[config.mk]
export PLATFORM = sky130hd
export DESIGN_NAME = crb_regfile
export DESIGN_NICKNAME = d
export VERILOG_FILES = /design/src/pkg/crb_pkg.sv /design/src/design/crb_bank_ram.sv /design/src/design/crb_addr_gen.sv /design/src/design/crb_regfile.sv
export SDC_FILE = /design/constraint.sdc
export NUM_CORES = 2
export LEC_CHECK = 0
export BUFFER_PORTS_ARGS = -buffer_cell sky130_fd_sc_hd__buf_2
export CAP_MARGIN = 20
export CORE_AREA = 2 2 472 521
export CTS_CLUSTER_DIAMETER = 60
export DETAILED_ROUTE_END_ITERATION = 12
export DIE_AREA = 0 0 474 523
export SLEW_MARGIN = 20
export SYNTH_ARGS = -nofsm -noshare
export SYNTH_HDL_FRONTEND = slang
export SYNTH_SLANG_ARGS = --single-unit
[constraint.sdc]
create_clock -name MCLK -period 12.15 [get_ports MCLK]
set_input_delay 1.8225 -clock MCLK [delete_from_list [all_inputs] [get_ports MCLK]]
set_output_delay 1.8225 -clock MCLK [all_outputs]
set_load 0.01 [all_outputs]
[src/pkg/crb_pkg.sv]
package crb_pkg;
   // Internal data area geometry
   localparam int AREA_BYTES = 512;
   localparam int RAM_BYTES = 256;
   localparam int RAM_WORDS = RAM_BYTES / 2;
   localparam int BASE_GRAN_BITS = 12; // 4 K placement boundary
   localparam int NUM_BANKS = 8;
   localparam int BANK_WORDS = RAM_WORDS / NUM_BANKS; // 16 words each
   // Word slots inside a bank
   localparam logic [3:0] SLOT_ACC = 4'h0;
   localparam logic [3:0] SLOT_BASE = 4'h1;
   localparam logic [3:0] SLOT_COUNT = 4'h2;
   localparam logic [3:0] SLOT_DATA = 4'h3;
   localparam logic [3:0] SLOT_SP = 4'h4;
   localparam logic [3:0] SLOT_FRAME = 4'h5;
   localparam logic [3:0] SLOT_SRC = 4'h6;
   localparam logic [3:0] SLOT_DST = 4'h7;
   localparam logic [3:0] SLOT_PSEG = 4'h8;
   localparam logic [3:0] SLOT_SSEG = 4'h9;
   localparam logic [3:0] SLOT_DSEG0 = 4'hA;
   localparam logic [3:0] SLOT_DSEG1 = 4'hB;
   localparam logic [3:0] SLOT_VPC = 4'hC;
   localparam logic [3:0] SLOT_PSW_SAVE = 4'hD;
   localparam logic [3:0] SLOT_PC_SAVE = 4'hE;
   // Reset values
   localparam logic [15:0] PSW_RESET = 16'hF002;
   localparam logic [15:0] PC_RESET = 16'h0000;
   localparam logic [15:0] PSEG_RESET = 16'hFFFF;
   localparam logic [15:0] SEG_RESET = 16'h0000;
   localparam logic [15:0] LOOP_RESET = 16'h0000;
   localparam logic [19:0] BASE_RESET = 20'hFF000;
   localparam logic [2:0] RESET_BANK = 3'h7;
   // Status word field positions
   localparam int PSW_ONE_BIT = 15;
   localparam int PSW_BANK_HI = 14;
   localparam int PSW_BANK_LO = 12;
   localparam int PSW_UF1_BIT = 5;
   localparam int PSW_UF0_BIT = 3;
   localparam int PSW_IOTRAP_BIT = 1;
   // Segment select codes
   typedef enum logic [1:0] {
      CRB_SEG_DATA0 = 2'h0,
      CRB_SEG_DATA1 = 2'h1,
      CRB_SEG_PROG = 2'h2,
      CRB_SEG_STACK = 2'h3
   } crb_seg_t;
   // Offset source codes
   typedef enum logic [1:0] {
      CRB_OFS_PC = 2'h0,
      CRB_OFS_SP = 2'h1,
      CRB_OFS_SRC = 2'h2,
      CRB_OFS_DST = 2'h3
   } crb_ofs_t;
   // Bank switch causes
   typedef enum logic [2:0] {
      CRB_SW_TASK = 3'h0,
      CRB_SW_SOFT_CS = 3'h1,
      CRB_SW_MOVE_A = 3'h2,
      CRB_SW_MOVE_B = 3'h3,
      CRB_SW_IRQ = 3'h4
   } crb_cause_t;
   // Switch sequencer states
   typedef enum logic [3:0] {
      CRB_ST_IDLE = 4'b0001,
      CRB_ST_SAVE_PC = 4'b0010,
      CRB_ST_SAVE_PSW = 4'b0100,
      CRB_ST_LOAD_PC = 4'b1000
   } crb_state_t;
endpackage

[src/design/crb_bank_ram.sv]
module crb_bank_ram
   import crb_pkg::*;
(
   input wire logic clk, // Core clock
   input wire logic wr_en, // Write strobe
   input wire logic [6:0] wr_addr, // Word address
   input wire logic [1:0] wr_be, // Byte enables, bit 1 high byte
   input wire logic [15:0] wr_data, // Write data
   input wire logic [6:0] rd_addr_a, // Port A word address
   output logic [15:0] rd_data_a, // Port A data, combinational
   input wire logic [6:0] rd_addr_b, // Port B word address
   output logic [15:0] rd_data_b // Port B data, combinational
);
   // 256-byte internal RAM holding all eight banks
   logic [15:0] mem [RAM_WORDS];

   // Byte lanes written independently for byte registers
   always_ff @(posedge clk) begin
      if (wr_en && wr_be[0]) begin
         mem[wr_addr][7:0] <= wr_data[7:0];
      end
      if (wr_en && wr_be[1]) begin
         mem[wr_addr][15:8] <= wr_data[15:8];
      end
   end

   // Asynchronous reads keep the sequencer one cycle per step
   assign rd_data_a = mem[rd_addr_a];
   assign rd_data_b = mem[rd_addr_b];
endmodule // crb_bank_ram

[src/design/crb_addr_gen.sv]
module crb_addr_gen
   import crb_pkg::*;
(
   input wire logic [15:0] segment, // Selected segment value
   input wire logic [15:0] offset, // Effective offset
   output logic [19:0] phys // 20-bit physical address
);
   // Segment times 16 plus offset, wraps inside 1 MB
   assign phys = {segment, 4'h0} + {4'h0, offset};
endmodule // crb_addr_gen

[src/design/crb_regfile.sv]
// Contract
// - All registers and RAM sit in one 512-byte area, addressed by offset; here the upper half only reads back the two user flags.
// - Area holds 256-byte RAM that stores the register banks.
// - Area base is programmable, placed only on 4 K boundaries.
// - Eight banks, active one picked by status word bank field.
// - Bank seven is active during and right after reset.
// - Task, soft context switch, stack moves or interrupts switch banks.
// - Switch loads program counter from new bank's vector field.
// - Switch saves prior program counter and status word into bank.
// - Switch changes only bank field; return restores saved status word.
// - Four general words also accessible as high and low bytes.
// - Physical address is segment shifted left four plus offset.
// - Default segments: PC program, SP stack, indexes data zero and one.
// - Reset sets program segment all ones, other segments zero.
// - Program counter increments per fetched instruction, loads on branches.
// - Reset clears the program counter.
// - Status word bit layout from constant one down to carry.
// - Low status byte copies to accumulator high byte and back.
// - Only bank switches and bank or interrupt returns alter the bank field.
// - Reset loads status word with F002.
// - User flags also reachable through the peripheral flag register.
// - Sixteen-bit loop counter counts string and shift iterations.
module crb_regfile
   import crb_pkg::*;
(
   input wire logic MCLK, // Core clock
   input wire logic SYS_RST, // Synchronous reset, high
   input wire logic AREA_WR, // Area write strobe
   input wire logic [8:0] AREA_ADDR, // Byte offset into data area
   input wire logic [1:0] AREA_BE, // Byte enables
   input wire logic [15:0] AREA_WDATA, // Area write data
   output logic [15:0] AREA_RDATA, // Area read data, combinational
   input wire logic [19:0] PHYS_ADDR, // Address to test for area hit
   output logic AREA_HIT, // Address falls in data area
   input wire logic BASE_WR, // Write base register
   input wire logic [7:0] BASE_WDATA, // New base, 4 K granule number
   output logic [19:0] AREA_BASE, // Current base address
   input wire logic SWITCH_REQ, // Bank switch request, pulse
   input wire logic [2:0] SWITCH_CAUSE, // Cause code
   input wire logic [2:0] SWITCH_BANK, // Target bank
   output logic SWITCH_BUSY, // Switch sequence running
   input wire logic RET_REQ, // Bank or interrupt return, pulse
   input wire logic [15:0] RET_PSW, // Status word to restore
   input wire logic [15:0] RET_PC, // Program counter to restore
   input wire logic PSW_WR, // Status word write
   input wire logic [15:0] PSW_WDATA, // Status word write data
   input wire logic PSW_TO_ACC_HI, // Copy status low byte to acc high
   input wire logic ACC_HI_TO_PSW, // Restore status low byte from acc
   input wire logic FLAG_WR, // Peripheral flag register write
   input wire logic [1:0] FLAG_WDATA, // {user_flag_one, user_flag_zero}
   output logic [1:0] FLAG_RDATA, // User flags readback
   output logic [15:0] PROGRAM_STATUS_WORD, // Program status word
   input wire logic PC_INC, // Instruction taken from queue
   input wire logic PC_LOAD, // Branch, call, return or break
   input wire logic [15:0] PC_WDATA, // New program counter
   output logic [15:0] PC, // Program counter
   input wire logic LOOP_LOAD, // Load loop counter
   input wire logic [15:0] LOOP_WDATA, // Loop counter value
   input wire logic LOOP_DEC, // One iteration or shift done
   output logic [15:0] LOOP_CNT, // Loop counter
   output logic LOOP_ZERO, // Loop counter at zero
   input wire logic [1:0] SEG_SEL, // Segment override code
   input wire logic [1:0] OFS_SEL, // Offset source code
   input wire logic USE_DEFAULT, // Use default segment pairing
   input wire logic [15:0] EA, // Effective address offset
   input wire logic USE_EA, // Offset from EA, not pointer
   output logic [19:0] PHYS_OUT // Generated physical address
);
   crb_state_t state;
   logic [2:0] bank;
   logic [2:0] next_bank;
   logic [15:0] pc_before;
   logic [15:0] psw_before;
   logic [6:0] ram_wa;
   logic [15:0] ram_wd;
   logic [1:0] ram_be;
   logic ram_we;
   logic [6:0] rd_a;
   logic [6:0] rd_b;
   logic [15:0] rdat_a;
   logic [15:0] rdat_b;
   logic [15:0] seg_val;
   logic [15:0] ofs_val;
   logic [19:0] phys_raw;

   // Word address of a slot in a bank
   function automatic logic [6:0] slot_addr(input logic [2:0] b,
                                            input logic [3:0] s);
      slot_addr = {b, s};
   endfunction

   assign bank = PROGRAM_STATUS_WORD[PSW_BANK_HI:PSW_BANK_LO];
   assign SWITCH_BUSY = (state != CRB_ST_IDLE);

   // Base register, granule aligned so low 12 bits stay zero
   always_ff @(posedge MCLK) begin
      if (SYS_RST) begin
         AREA_BASE <= BASE_RESET;
      end else if (BASE_WR) begin
         AREA_BASE <= {BASE_WDATA, 12'h000};
      end
   end

   // Area is 512 bytes from base; the low half holds the RAM
   assign AREA_HIT = (PHYS_ADDR[19:9] == AREA_BASE[19:9]);

   // Bank switch sequencer: save PC, save PROGRAM_STATUS_WORD, load vector PC
   always_ff @(posedge MCLK) begin
      if (SYS_RST) begin
         state <= CRB_ST_IDLE;
         next_bank <= RESET_BANK;
         pc_before <= PC_RESET;
         psw_before <= PSW_RESET;
      end else begin
         unique case (state)
            CRB_ST_IDLE: begin
               if (SWITCH_REQ) begin
                  next_bank <= SWITCH_BANK;
                  pc_before <= PC;
                  psw_before <= PROGRAM_STATUS_WORD;
                  state <= CRB_ST_SAVE_PC;
               end
            end
            CRB_ST_SAVE_PC: state <= CRB_ST_SAVE_PSW;
            CRB_ST_SAVE_PSW: state <= CRB_ST_LOAD_PC;
            CRB_ST_LOAD_PC: state <= CRB_ST_IDLE;
            default: state <= CRB_ST_IDLE;
         endcase
      end
   end

   // RAM port mux: sequencer saves take the write port over software
   always_comb begin
      ram_we = 1'b0;
      ram_wa = 7'h00;
      ram_wd = 16'h0000;
      ram_be = 2'b11;
      if (state == CRB_ST_SAVE_PC) begin
         ram_we = 1'b1;
         ram_wa = slot_addr(next_bank, SLOT_PC_SAVE);
         ram_wd = pc_before;
      end else if (state == CRB_ST_SAVE_PSW) begin
         ram_we = 1'b1;
         ram_wa = slot_addr(next_bank, SLOT_PSW_SAVE);
         ram_wd = psw_before;
      end else if (PSW_TO_ACC_HI) begin
         ram_we = 1'b1;
         ram_wa = slot_addr(bank, SLOT_ACC);
         ram_be = 2'b10;
         ram_wd = {PROGRAM_STATUS_WORD[7:0], 8'h00};
      end else if (AREA_WR && !AREA_ADDR[8]) begin
         ram_we = 1'b1;
         ram_wa = AREA_ADDR[7:1];
         ram_be = AREA_BE;
         ram_wd = AREA_WDATA;
      end
   end

   // Read ports: A serves area reads and vector PC, B serves segments
   assign rd_a = (state == CRB_ST_LOAD_PC) ?
                 slot_addr(next_bank, SLOT_VPC) : AREA_ADDR[7:1];

   crb_bank_ram u_ram (
      .clk(MCLK),
      .wr_en(ram_we),
      .wr_addr(ram_wa),
      .wr_be(ram_be),
      .wr_data(ram_wd),
      .rd_addr_a(rd_a),
      .rd_data_a(rdat_a),
      .rd_addr_b(rd_b),
      .rd_data_b(rdat_b)
   );

   // Upper area half: reads back only the two user flags
   always_comb begin
      if (!AREA_ADDR[8]) begin
         AREA_RDATA = rdat_a;
      end else begin
         AREA_RDATA = {14'h0000, PROGRAM_STATUS_WORD[PSW_UF1_BIT], PROGRAM_STATUS_WORD[PSW_UF0_BIT]};
      end
   end
   assign FLAG_RDATA = {PROGRAM_STATUS_WORD[PSW_UF1_BIT], PROGRAM_STATUS_WORD[PSW_UF0_BIT]};

   // Status word: bank field only via switch or return
   always_ff @(posedge MCLK) begin
      if (SYS_RST) begin
         PROGRAM_STATUS_WORD <= PSW_RESET;
      end else if (RET_REQ && state == CRB_ST_IDLE) begin
         PROGRAM_STATUS_WORD <= RET_PSW | 16'h8000;
      end else if (state == CRB_ST_SAVE_PC) begin
         PROGRAM_STATUS_WORD[PSW_BANK_HI:PSW_BANK_LO] <= next_bank;
      end else if (PSW_WR) begin
         // Bit 15 forced, bank bits kept: software cannot move banks
         PROGRAM_STATUS_WORD <= {1'b1, PROGRAM_STATUS_WORD[PSW_BANK_HI:PSW_BANK_LO],
                 PSW_WDATA[11:0]};
      end else if (ACC_HI_TO_PSW) begin
         PROGRAM_STATUS_WORD[7:0] <= rdat_b[15:8];
      end else if (FLAG_WR) begin
         PROGRAM_STATUS_WORD[PSW_UF1_BIT] <= FLAG_WDATA[1];
         PROGRAM_STATUS_WORD[PSW_UF0_BIT] <= FLAG_WDATA[0];
      end
   end

   // Program counter
   always_ff @(posedge MCLK) begin
      if (SYS_RST) begin
         PC <= PC_RESET;
      end else if (state == CRB_ST_LOAD_PC) begin
         PC <= rdat_a;
      end else if (RET_REQ && state == CRB_ST_IDLE) begin
         PC <= RET_PC;
      end else if (PC_LOAD) begin
         PC <= PC_WDATA;
      end else if (PC_INC && state == CRB_ST_IDLE) begin
         PC <= PC + 16'h0001;
      end
   end
   // Loop counter, stops at zero
   always_ff @(posedge MCLK) begin
      if (SYS_RST) begin
         LOOP_CNT <= LOOP_RESET;
      end else if (LOOP_LOAD) begin
         LOOP_CNT <= LOOP_WDATA;
      end else if (LOOP_DEC && LOOP_CNT != 16'h0000) begin
         LOOP_CNT <= LOOP_CNT - 16'h0001;
      end
   end
   assign LOOP_ZERO = (LOOP_CNT == 16'h0000);

   // Reset values stand until the bank seven slot is written
   logic [3:0] seg_written;
   crb_seg_t seg_code;
   always_ff @(posedge MCLK) begin
      if (SYS_RST) begin
         seg_written <= 4'h0;
      end else if (ram_we && ram_wa[6:2] == {RESET_BANK, 2'b10}) begin
         seg_written[ram_wa[1:0]] <= 1'b1;
      end
   end
   // Default pairing, else explicit override
   always_comb begin
      if (USE_DEFAULT) begin
         unique case (crb_ofs_t'(OFS_SEL))
            CRB_OFS_PC: seg_code = CRB_SEG_PROG;
            CRB_OFS_SP: seg_code = CRB_SEG_STACK;
            CRB_OFS_SRC: seg_code = CRB_SEG_DATA0;
            CRB_OFS_DST: seg_code = CRB_SEG_DATA1;
         endcase
      end else begin
         seg_code = crb_seg_t'(SEG_SEL);
      end
   end
   // Segment slots sit at 8..B; a status restore borrows the port
   always_comb begin
      unique case (seg_code)
         CRB_SEG_PROG: rd_b = slot_addr(bank, SLOT_PSEG);
         CRB_SEG_STACK: rd_b = slot_addr(bank, SLOT_SSEG);
         CRB_SEG_DATA0: rd_b = slot_addr(bank, SLOT_DSEG0);
         CRB_SEG_DATA1: rd_b = slot_addr(bank, SLOT_DSEG1);
      endcase
      if (ACC_HI_TO_PSW) begin
         rd_b = slot_addr(bank, SLOT_ACC);
      end
   end
   // Other banks have no reset image, so they always read RAM
   always_comb begin
      if (bank != RESET_BANK || seg_written[rd_b[1:0]]) begin
         seg_val = rdat_b;
      end else if (seg_code == CRB_SEG_PROG) begin
         seg_val = PSEG_RESET;
      end else begin
         seg_val = SEG_RESET;
      end
   end
   // Offset source; pointer offsets come in through EA for now
   always_comb begin
      if (USE_EA) begin
         ofs_val = EA;
      end else begin
         unique case (crb_ofs_t'(OFS_SEL))
            CRB_OFS_PC: ofs_val = PC;
            CRB_OFS_SP: ofs_val = 16'h0000;
            CRB_OFS_SRC: ofs_val = 16'h0000;
            CRB_OFS_DST: ofs_val = 16'h0000;
         endcase
      end
   end

   crb_addr_gen u_agen (
      .segment(seg_val),
      .offset(ofs_val),
      .phys(phys_raw)
   );
   assign PHYS_OUT = phys_raw;
   // Checks
   reset_bank_a: assert property (@(posedge MCLK)
      SYS_RST |=> bank == RESET_BANK)
      else $error("bank not seven after reset");
   reset_psw_a: assert property (@(posedge MCLK)
      SYS_RST |=> PROGRAM_STATUS_WORD == 16'hF002 && PC == 16'h0000)
      else $error("bad status or pc reset");
   psw_top_a: assert property (@(posedge MCLK) disable iff (SYS_RST)
      PROGRAM_STATUS_WORD[15])
      else $error("status bit 15 low");
   switch_vec_a: assert property (@(posedge MCLK) disable iff (SYS_RST)
      state == CRB_ST_LOAD_PC |=> PC == $past(rdat_a))
      else $error("vector pc not loaded");
   switch_bank_a: assert property (@(posedge MCLK) disable iff (SYS_RST)
      (SWITCH_REQ && state == CRB_ST_IDLE) |=> ##1
      bank == $past(SWITCH_BANK, 2))
      else $error("bank not switched");
   bank_hold_a: assert property (@(posedge MCLK) disable iff (SYS_RST)
      (PSW_WR && !RET_REQ && state == CRB_ST_IDLE)
      |=> $stable(bank))
      else $error("software moved bank");
   pc_inc_a: assert property (@(posedge MCLK) disable iff (SYS_RST)
      (PC_INC && !PC_LOAD && !RET_REQ && state == CRB_ST_IDLE)
      |=> PC == $past(PC) + 16'h0001)
      else $error("pc not incremented");
   loop_dec_a: assert property (@(posedge MCLK) disable iff (SYS_RST)
      (LOOP_DEC && !LOOP_LOAD && LOOP_CNT != 16'h0000)
      |=> LOOP_CNT == $past(LOOP_CNT) - 16'h0001)
      else $error("loop counter wrong");
   base_align_a: assert property (@(posedge MCLK)
      AREA_BASE[11:0] == 12'h000)
      else $error("base misaligned");
   phys_a: assert property (@(posedge MCLK)
      PHYS_OUT == {seg_val, 4'h0} + {4'h0, ofs_val})
      else $error("physical address wrong");
   switch_c: cover property (@(posedge MCLK)
      state == CRB_ST_IDLE ##1 state == CRB_ST_SAVE_PC ##3
      state == CRB_ST_IDLE);
   ret_c: cover property (@(posedge MCLK) RET_REQ && !SYS_RST);
   flag_c: cover property (@(posedge MCLK) FLAG_WR && !SYS_RST);
endmodule // crb_regfile

# Word level (Yosys, flattened, before mapping)
# Memories as Yosys holds them, arrays and structs flattened.
# Index checks and enable logic that the tools add are counted.
[word_totals]
regBits = 97
latch_bits = 0
mem_bits_rw = 2048
romBits = 0
in_bits = 179
out_inout_bits = 109
word_cells = 115
memories = 1
[memory_table]
columns = ["memory", "words", "word_bits", "read_ports", "rd_ports_with_merged_regs", "wr", "line", "rtl"]
rows = [
  ["u_ram.mem", 128, 16, 2, 0, 1, "crb_bank_ram.sv:15", "logic [15:0] mem [RAM_WORDS];"],
]
[classes]
addsub = 3
multipliers = 0
div_mod_pow = 0
order_cmp = 3
eq_ne = 16
n_shift = 0
muxes = 54
n_bitwise = 1
n_reduce_logical = 25
[op_table]
columns = ["cell", "count"]
rows = [
  ["16-bit 2-to-1 mux", 14],
  ["7-bit 2-to-1 mux", 6],
  ["16-bit case mux with 2 select lines", 1],
  ["7-bit case mux with 4 select lines", 1],
  ["20-bit by 16-bit adder with 20-bit output", 1],
  ["16-bit by 1-bit adder with 16-bit output, second input constant", 1],
  ["16-bit logical NOT", 1],
  ["16-bit nonzero test", 1],
  ["16-bit by 1-bit subtractor with 16-bit output, second input constant", 1],
  ["1-bit 2-to-1 mux", 15],
  ["15-bit 2-to-1 mux", 1],
  ["12-bit 2-to-1 mux", 1],
  ["2-bit 2-to-1 mux", 6],
  ["4-bit case mux with 3 select lines", 1],
  ["11-bit equality test", 1],
  ["2-bit equality test, second input constant", 4],
  ["1-bit logical AND", 8],
  ["4-bit 2-to-1 mux", 2],
  ["8-bit 2-to-1 mux", 1],
  ["2-bit case mux with 4 select lines", 1],
  ["2-bit AND reduction", 4],
  ["4-bit nonzero test", 2],
  ["2-bit by 3-bit less-than comparator with 1-bit output, second input constant", 2],
  ["3-bit 2-to-1 mux", 2],
  ["other kinds (20)", 24],
]

# Depth between registers and ports, before layout
[depth]
depth_word = 11
ltp_mapped = 25
depth_no_buf = 20

# By module
# From an unflattened synthesis, not the netlist that was laid out.
[unflattened]
cells_unflattened = 4990
hier_area_um2 = 101688.8
[by_module_without_submodules]
columns = ["module", "n_inst", "cells_each", "area_each_um2", "seq_area_each_um2"]
rows = [
  ["crb_bank_ram", 1, 4059, 94707.1, 61499.0],
  ["crb_regfile", 1, 821, 6143.4, 1941.9],
  ["crb_addr_gen", 1, 110, 838.3, 0.0],
]

# Worst setup path before layout
# OpenSTA, ideal clock, no wires.
[synth_path]
kind = "input to register"
from = "in AREA_ADDR[8]"
to = "mem u_ram.mem[0][14] (data pin)"
setup_time_ns = 1.197
arrival_time_ns = 8.015
required_time_ns = 10.953
setup_slack_ns = 2.938
path_stages = 6
n_path_buf = 1
path_cell_list = "nor3b_1 -> clkbuf_1 -> a22oi_1 -> nor2_1 -> a21oi_1 -> o21ai_0"
[synth_via]
elab_chain_cells = 6
[synth_rtl]
columns = ["item", "line", "rtl"]
rows = [
  ["start, declared", "crb_regfile.sv:29", "input wire logic [8:0] AREA_ADDR,"],
  ["1-bit logical NOT", "--", ""],
  ["1-bit logical AND", "crb_regfile.sv:151", "end else if (AREA_WR && !AREA_ADDR[8]) begin"],
  ["16-bit 2-to-1 mux", "crb_regfile.sv:151", ""],
  ["16-bit 2-to-1 mux", "crb_regfile.sv:146", "end else if (PSW_TO_ACC_HI) begin"],
  ["16-bit 2-to-1 mux", "crb_regfile.sv:142", "end else if (state == CRB_ST_SAVE_PSW) begin"],
  ["16-bit 2-to-1 mux", "crb_regfile.sv:138", "if (state == CRB_ST_SAVE_PC) begin"],
  ["net ram_wd[14]", "crb_regfile.sv:75", "logic [15:0] ram_wd;"],
  ["end, declared", "crb_bank_ram.sv:15", ""],
]
# The timed path passes the listed nets, and every way through them passes these cells.

# Worst setup path in the final report
[layout_path]
from = "in USE_DEFAULT"
to = "out PHYS_OUT[19]"
[layout_via]
elab_chain_cells = 9
word_cells_on_any_way = 14
classes_between = "add/sub: 1; eq/ne: 3; mux: 7; reduce/logical: 2; memory: 1"
[layout_rtl]
columns = ["item", "line", "rtl"]
rows = [
  ["start, declared", "crb_regfile.sv:64", "input wire logic USE_DEFAULT,"],
  ["2-bit 2-to-1 mux (*)", "crb_regfile.sv:243", "if (USE_DEFAULT) begin"],
  ["parallel branches: the longest is 6 deep, another holds memory 128 x 16 bit", "--", ""],
  ["16-bit 2-to-1 mux (*)", "crb_regfile.sv:268", "if (bank != RESET_BANK || seg_written[rd_b[1:0]]) begin"],
  ["20-bit by 16-bit adder with 20-bit output (*)", "crb_addr_gen.sv:9", "assign phys = {segment, 4'h0} + {4'h0, offset};"],
  ["end, declared", "crb_regfile.sv:67", "output logic [19:0] PHYS_OUT"],
]
# Every way passes the cells marked *. The select of a mux whose other input is x is not followed.

==> results.md <==
* Total number of vias at between 60000 and 70000
* DR iter-0 viols at just over 9000
* Final clock skew at about 0.045 ns
* Actual slew at the worst max-slew pin at 1.33 ns
* Ports at between 200 and 300
* Pre-CTS setup slack at about 2.2 ns
* Worst slew margin at 0.112
* Post-route cell area at between 100000 and 150000 um2
* TritonCTS clock tree: done
* Adder-Cell Fraction of Synth Area at 0.00207
* CP Launch Type: input pin
* Grt ovf at 0
* Clock latency on the worst-skew pair at 0.86 ns
* Outcome: finished clean
* CP Capture Type: output pin
* CTS root buffer: clkbuf_16
* Maximum fanout along the worst path at approximately 110
* Cts hold-fix bufs at 0
* Vias in the first global route at between 60000 and 70000
* XOR/XNOR Fraction of Synth Area at 0.00409
* Ys flop type: edfxtp_1
* Synth-to-layout area growth at 11.5%
* Endpoints failing setup at 0
* Clock-pin slew on the worst setup and hold paths at approximately 0.060 ns
* Top Usage Layer GRT: met2
* Post-CTS resize count at 0
* Critical Path RT at ~10 ns
* Final HPWL DP at about 220000 um
* YS warnings at 0
* Final period util at 0.840
* Worst Hold Class: flip-flop to flip-flop
* CTS buffer count at 209
* Async set or reset register ratio after synthesis at 0
* Initial core utilization at 0.388
* Final Hold Viols at 0
* CORE AREA at around 240000 um2
* Cell variety after synth at 102
* Placement-stage cell area at just under 100000 um2
* Final #Nets at 7266
* Register bit total from synthesis at about 2100
* Critical path arrival at roughly 8.4 ns
* PortBufs at 256
* WS Path Type: input pin to output pin
* Fin Setup TNS at 0 ns
* Routed Antenna Nets at 0
* Static Leakage at around 0.035 uW
* First-pass GRT wire length at approximately 470000 um
* Mux contribution to synthesized area at 0.0744
* Post-synth EDFFs at around 2000
* Synth Area in Simple Gates at 0.0916
* Cells after synthesis at 7001
* Combinational family with the most area after synthesis: compound AO/OA/AOI/OAI gates
* Setup Buffers After CTS at 0
* DRC at 0
* Routing usage on met1 at 0.334
* Mapped cell area at ~94000 um2
* M2 GR Usage at 0.414
* Pre-antenna DRT Iters at 7
* Die span in y at approximately 520 um
* RSZ-0062 raised after global routing: no
* Largest net degree at the start of global routing at between 100 and 150
* Antenna violations before repair at 12
* Max incr delay on CP at 0.77 ns
* Sequential fraction of the synthesis area at 0.673
* Cell Chain, Critical Path: buf_2 > or2_2 > nand2_8 > nand2_1 > o21ai_0 > mux4_2 > mux4_2 > mux2i_1 > o21a_1 > ha_1 > a21oi_1 > o2111ai_1 > o211ai_1 > o311ai_0 > o21a_1 > o21a_1 > o21bai_1 > mux2i_1 > o21a_1 > buf_2
* Synth Area in Compound Gates at 0.123
* Vias per cell at between 6 and 7
* GP Congestion at between 0.9 and 1
* Max_cap viols at 0
* Fin crit period at slightly above 10 ns
* Grt met3 use at 0.0687
* Die area at 248000 um2
* GR Util All Layers at 0.266
* Total clock sinks at about 2100
* Setup WS post-layout at 1.94 ns
* Layout cells sized above 1 at 0.134
* Highest clock rate at ~98 MHz
* Mean Syn Cell Area at 13.5 um2
* # rows at 190
* Die Wd at between 400 and 500 um
* Slowest stage cell on the critical path: or2_2
* Most used cell, CP: o21a_1
* Max Transition Viols Final at 0
* PwrDens at roughly 160 nW/um2
* Final wirelength at around 340000 um
* Wirelength per Cell at ~33 um
* H-tree levels at 4
* Worst VDD drop at ~0.12 mV
* CTS Buffer Depth at 4
## layout by cell type (no fill, tap or decap), drive strengths merged, types with 16 or more instances in the layout
| master | count |
|---|---|
| a221o | 22 |
| o21ai | 214 |
| nor2b | 64 |
| a211oi | 147 |
| nand3 | 224 |
| nor2 | 465 |
| a21oi | 283 |
| xnor2 | 24 |
| a22oi | 69 |
| mux4 | 124 |
| and3 | 86 |
| xor2 | 20 |
| inv | 34 |
| buf | 430 |
| o221ai | 120 |
| mux2i | 349 |
| o21a | 16 |
| a22o | 31 |
| clkinv | 77 |
| or3 | 22 |
| a221oi | 122 |
| o22ai | 90 |
| nand2 | 995 |
| mux2 | 60 |
| and2 | 31 |
| nor3 | 64 |
| a311oi | 112 |
| dfxtp | 97 |
| a31oi | 164 |
| edfxtp | 2048 |
| o31ai | 17 |
| clkbuf | 267 |
| o211ai | 104 |
## layout make-up
class / instances / area (um2)
diodes: 8 / 20.0
repair buffers: 430 / 2940
fillers: 21695 / 138000
inverters: 29 / 116
flip-flops and latches: 2145 / 63400
clock buffers: 267 / 5490
multi-input cells: 4257 / 28200
well taps: 3264 / 4080
clock inverters: 98 / 820
## routing by layer
metal  share of wire  wire length (um)  vias to the layer above
met1            0.36            124000                    33444
met3            0.12             40600                      873
met5        0.000079                27                        -
met4           0.070             23900                        4
met2            0.45            154000                     4546
li1                -                 -                    27425
## critical path: cells and delay by family
family,cells,cell delay (ns)
AOI/OAI and AO/OA,10,2.17
muxes,4,1.92
and+or+nand+nor,3,1.76
buffers and inverters,2,0.36
adders and majority gates,1,0.25
## power by group
| part | internal [uW] | total (uW) | switching, uW |
|---|---|---|---|
| combinational | 530 | 1940 | 1410 |
| clock | 3440 | 6240 | 2800 |
| sequential | 8220 | 8290 | 70.3 |
| total | 12200 | 16500 | 4280 |
## sequential cells by signal, summed over array words and instances (netlist names)
| signal | cells |
|---|---|
| PROGRAM_STATUS_WORD | 15 |
| seg_written | 4 |
| PC | 16 |
| u_ram.mem | 2048 |
| AREA_BASE | 8 |
| LOOP_CNT | 16 |
| pc_before | 16 |
| state | 4 |
| next_bank | 3 |
| psw_before | 15 |
## logic make-up after synthesis
group	count (synthesis)
flops	2145
buf+inv	610
simple gates	2001
xor+xnor	44
compound gates	1651
mux	533
other cells	2
fa+ha+maj	15
## through the flow
stage	hold slack, ns	instances	power, uW	utilization
after floorplan	0.431	7012	9490	-
after global placement	0.442	10119	10300	0.407
after detailed placement	0.450	10121	10300	0.407
after CTS	0.459	10486	16400	0.433
after global routing	0.475	10493	16800	0.433
final	0.460	10498	16500	0.433
## synthesized netlist by cell type (14+ instances only)
library cell  count  share of area
dfxtp_1          97          0.021
mux4_2          120          0.029
a22o_1           31         0.0029
a22oi_1          69         0.0055
buf_6            20         0.0024
o22ai_1          90         0.0060
a221oi_1        119          0.011
nand2b_1         14        0.00093
a311oi_1        112          0.010
mux2_2           59         0.0070
ha_1             14         0.0019
nor2_1          459          0.018
o221ai_1        120          0.011
nand2_1         991          0.039
a31oi_1         164          0.011
o31ai_1          17         0.0014
inv_1            24        0.00096
mux2i_1         345          0.037
and2_1           27         0.0018
or3_1            22         0.0015
a221o_1          22         0.0023
buf_1            47         0.0019
a21oi_1         282          0.015
nor2b_1          64         0.0042
o21ai_0         206          0.011
buf_2           189          0.010
o211ai_1        104         0.0083
a211oi_1        147          0.012
buf_4            74         0.0059
xor2_1           20         0.0019
o21a_1           16         0.0013
a211o_1          14         0.0013
and3_1           86         0.0057
xnor2_1          24         0.0022
edfxtp_1       2048           0.65
clkbuf_1        249         0.0099
nor3_1           61         0.0032
nand3_1         222          0.012
## path summary, 6_finish.rpt
| kind | from | to | slack, ns | depth (start not counted) |
|---|---|---|---|---|
| max | USE_DEFAULT | PHYS_OUT[19] | 1.94 | 20 |
| min | pc_before[8] | pc_before[8] | 0.46 | 2 |
| max reg2reg | state[0] | PC[15] | 6.47 | 11 |
| min reg2reg | pc_before[8] | pc_before[8] | 0.46 | 2 |
(Power assumes the default switching activity.)
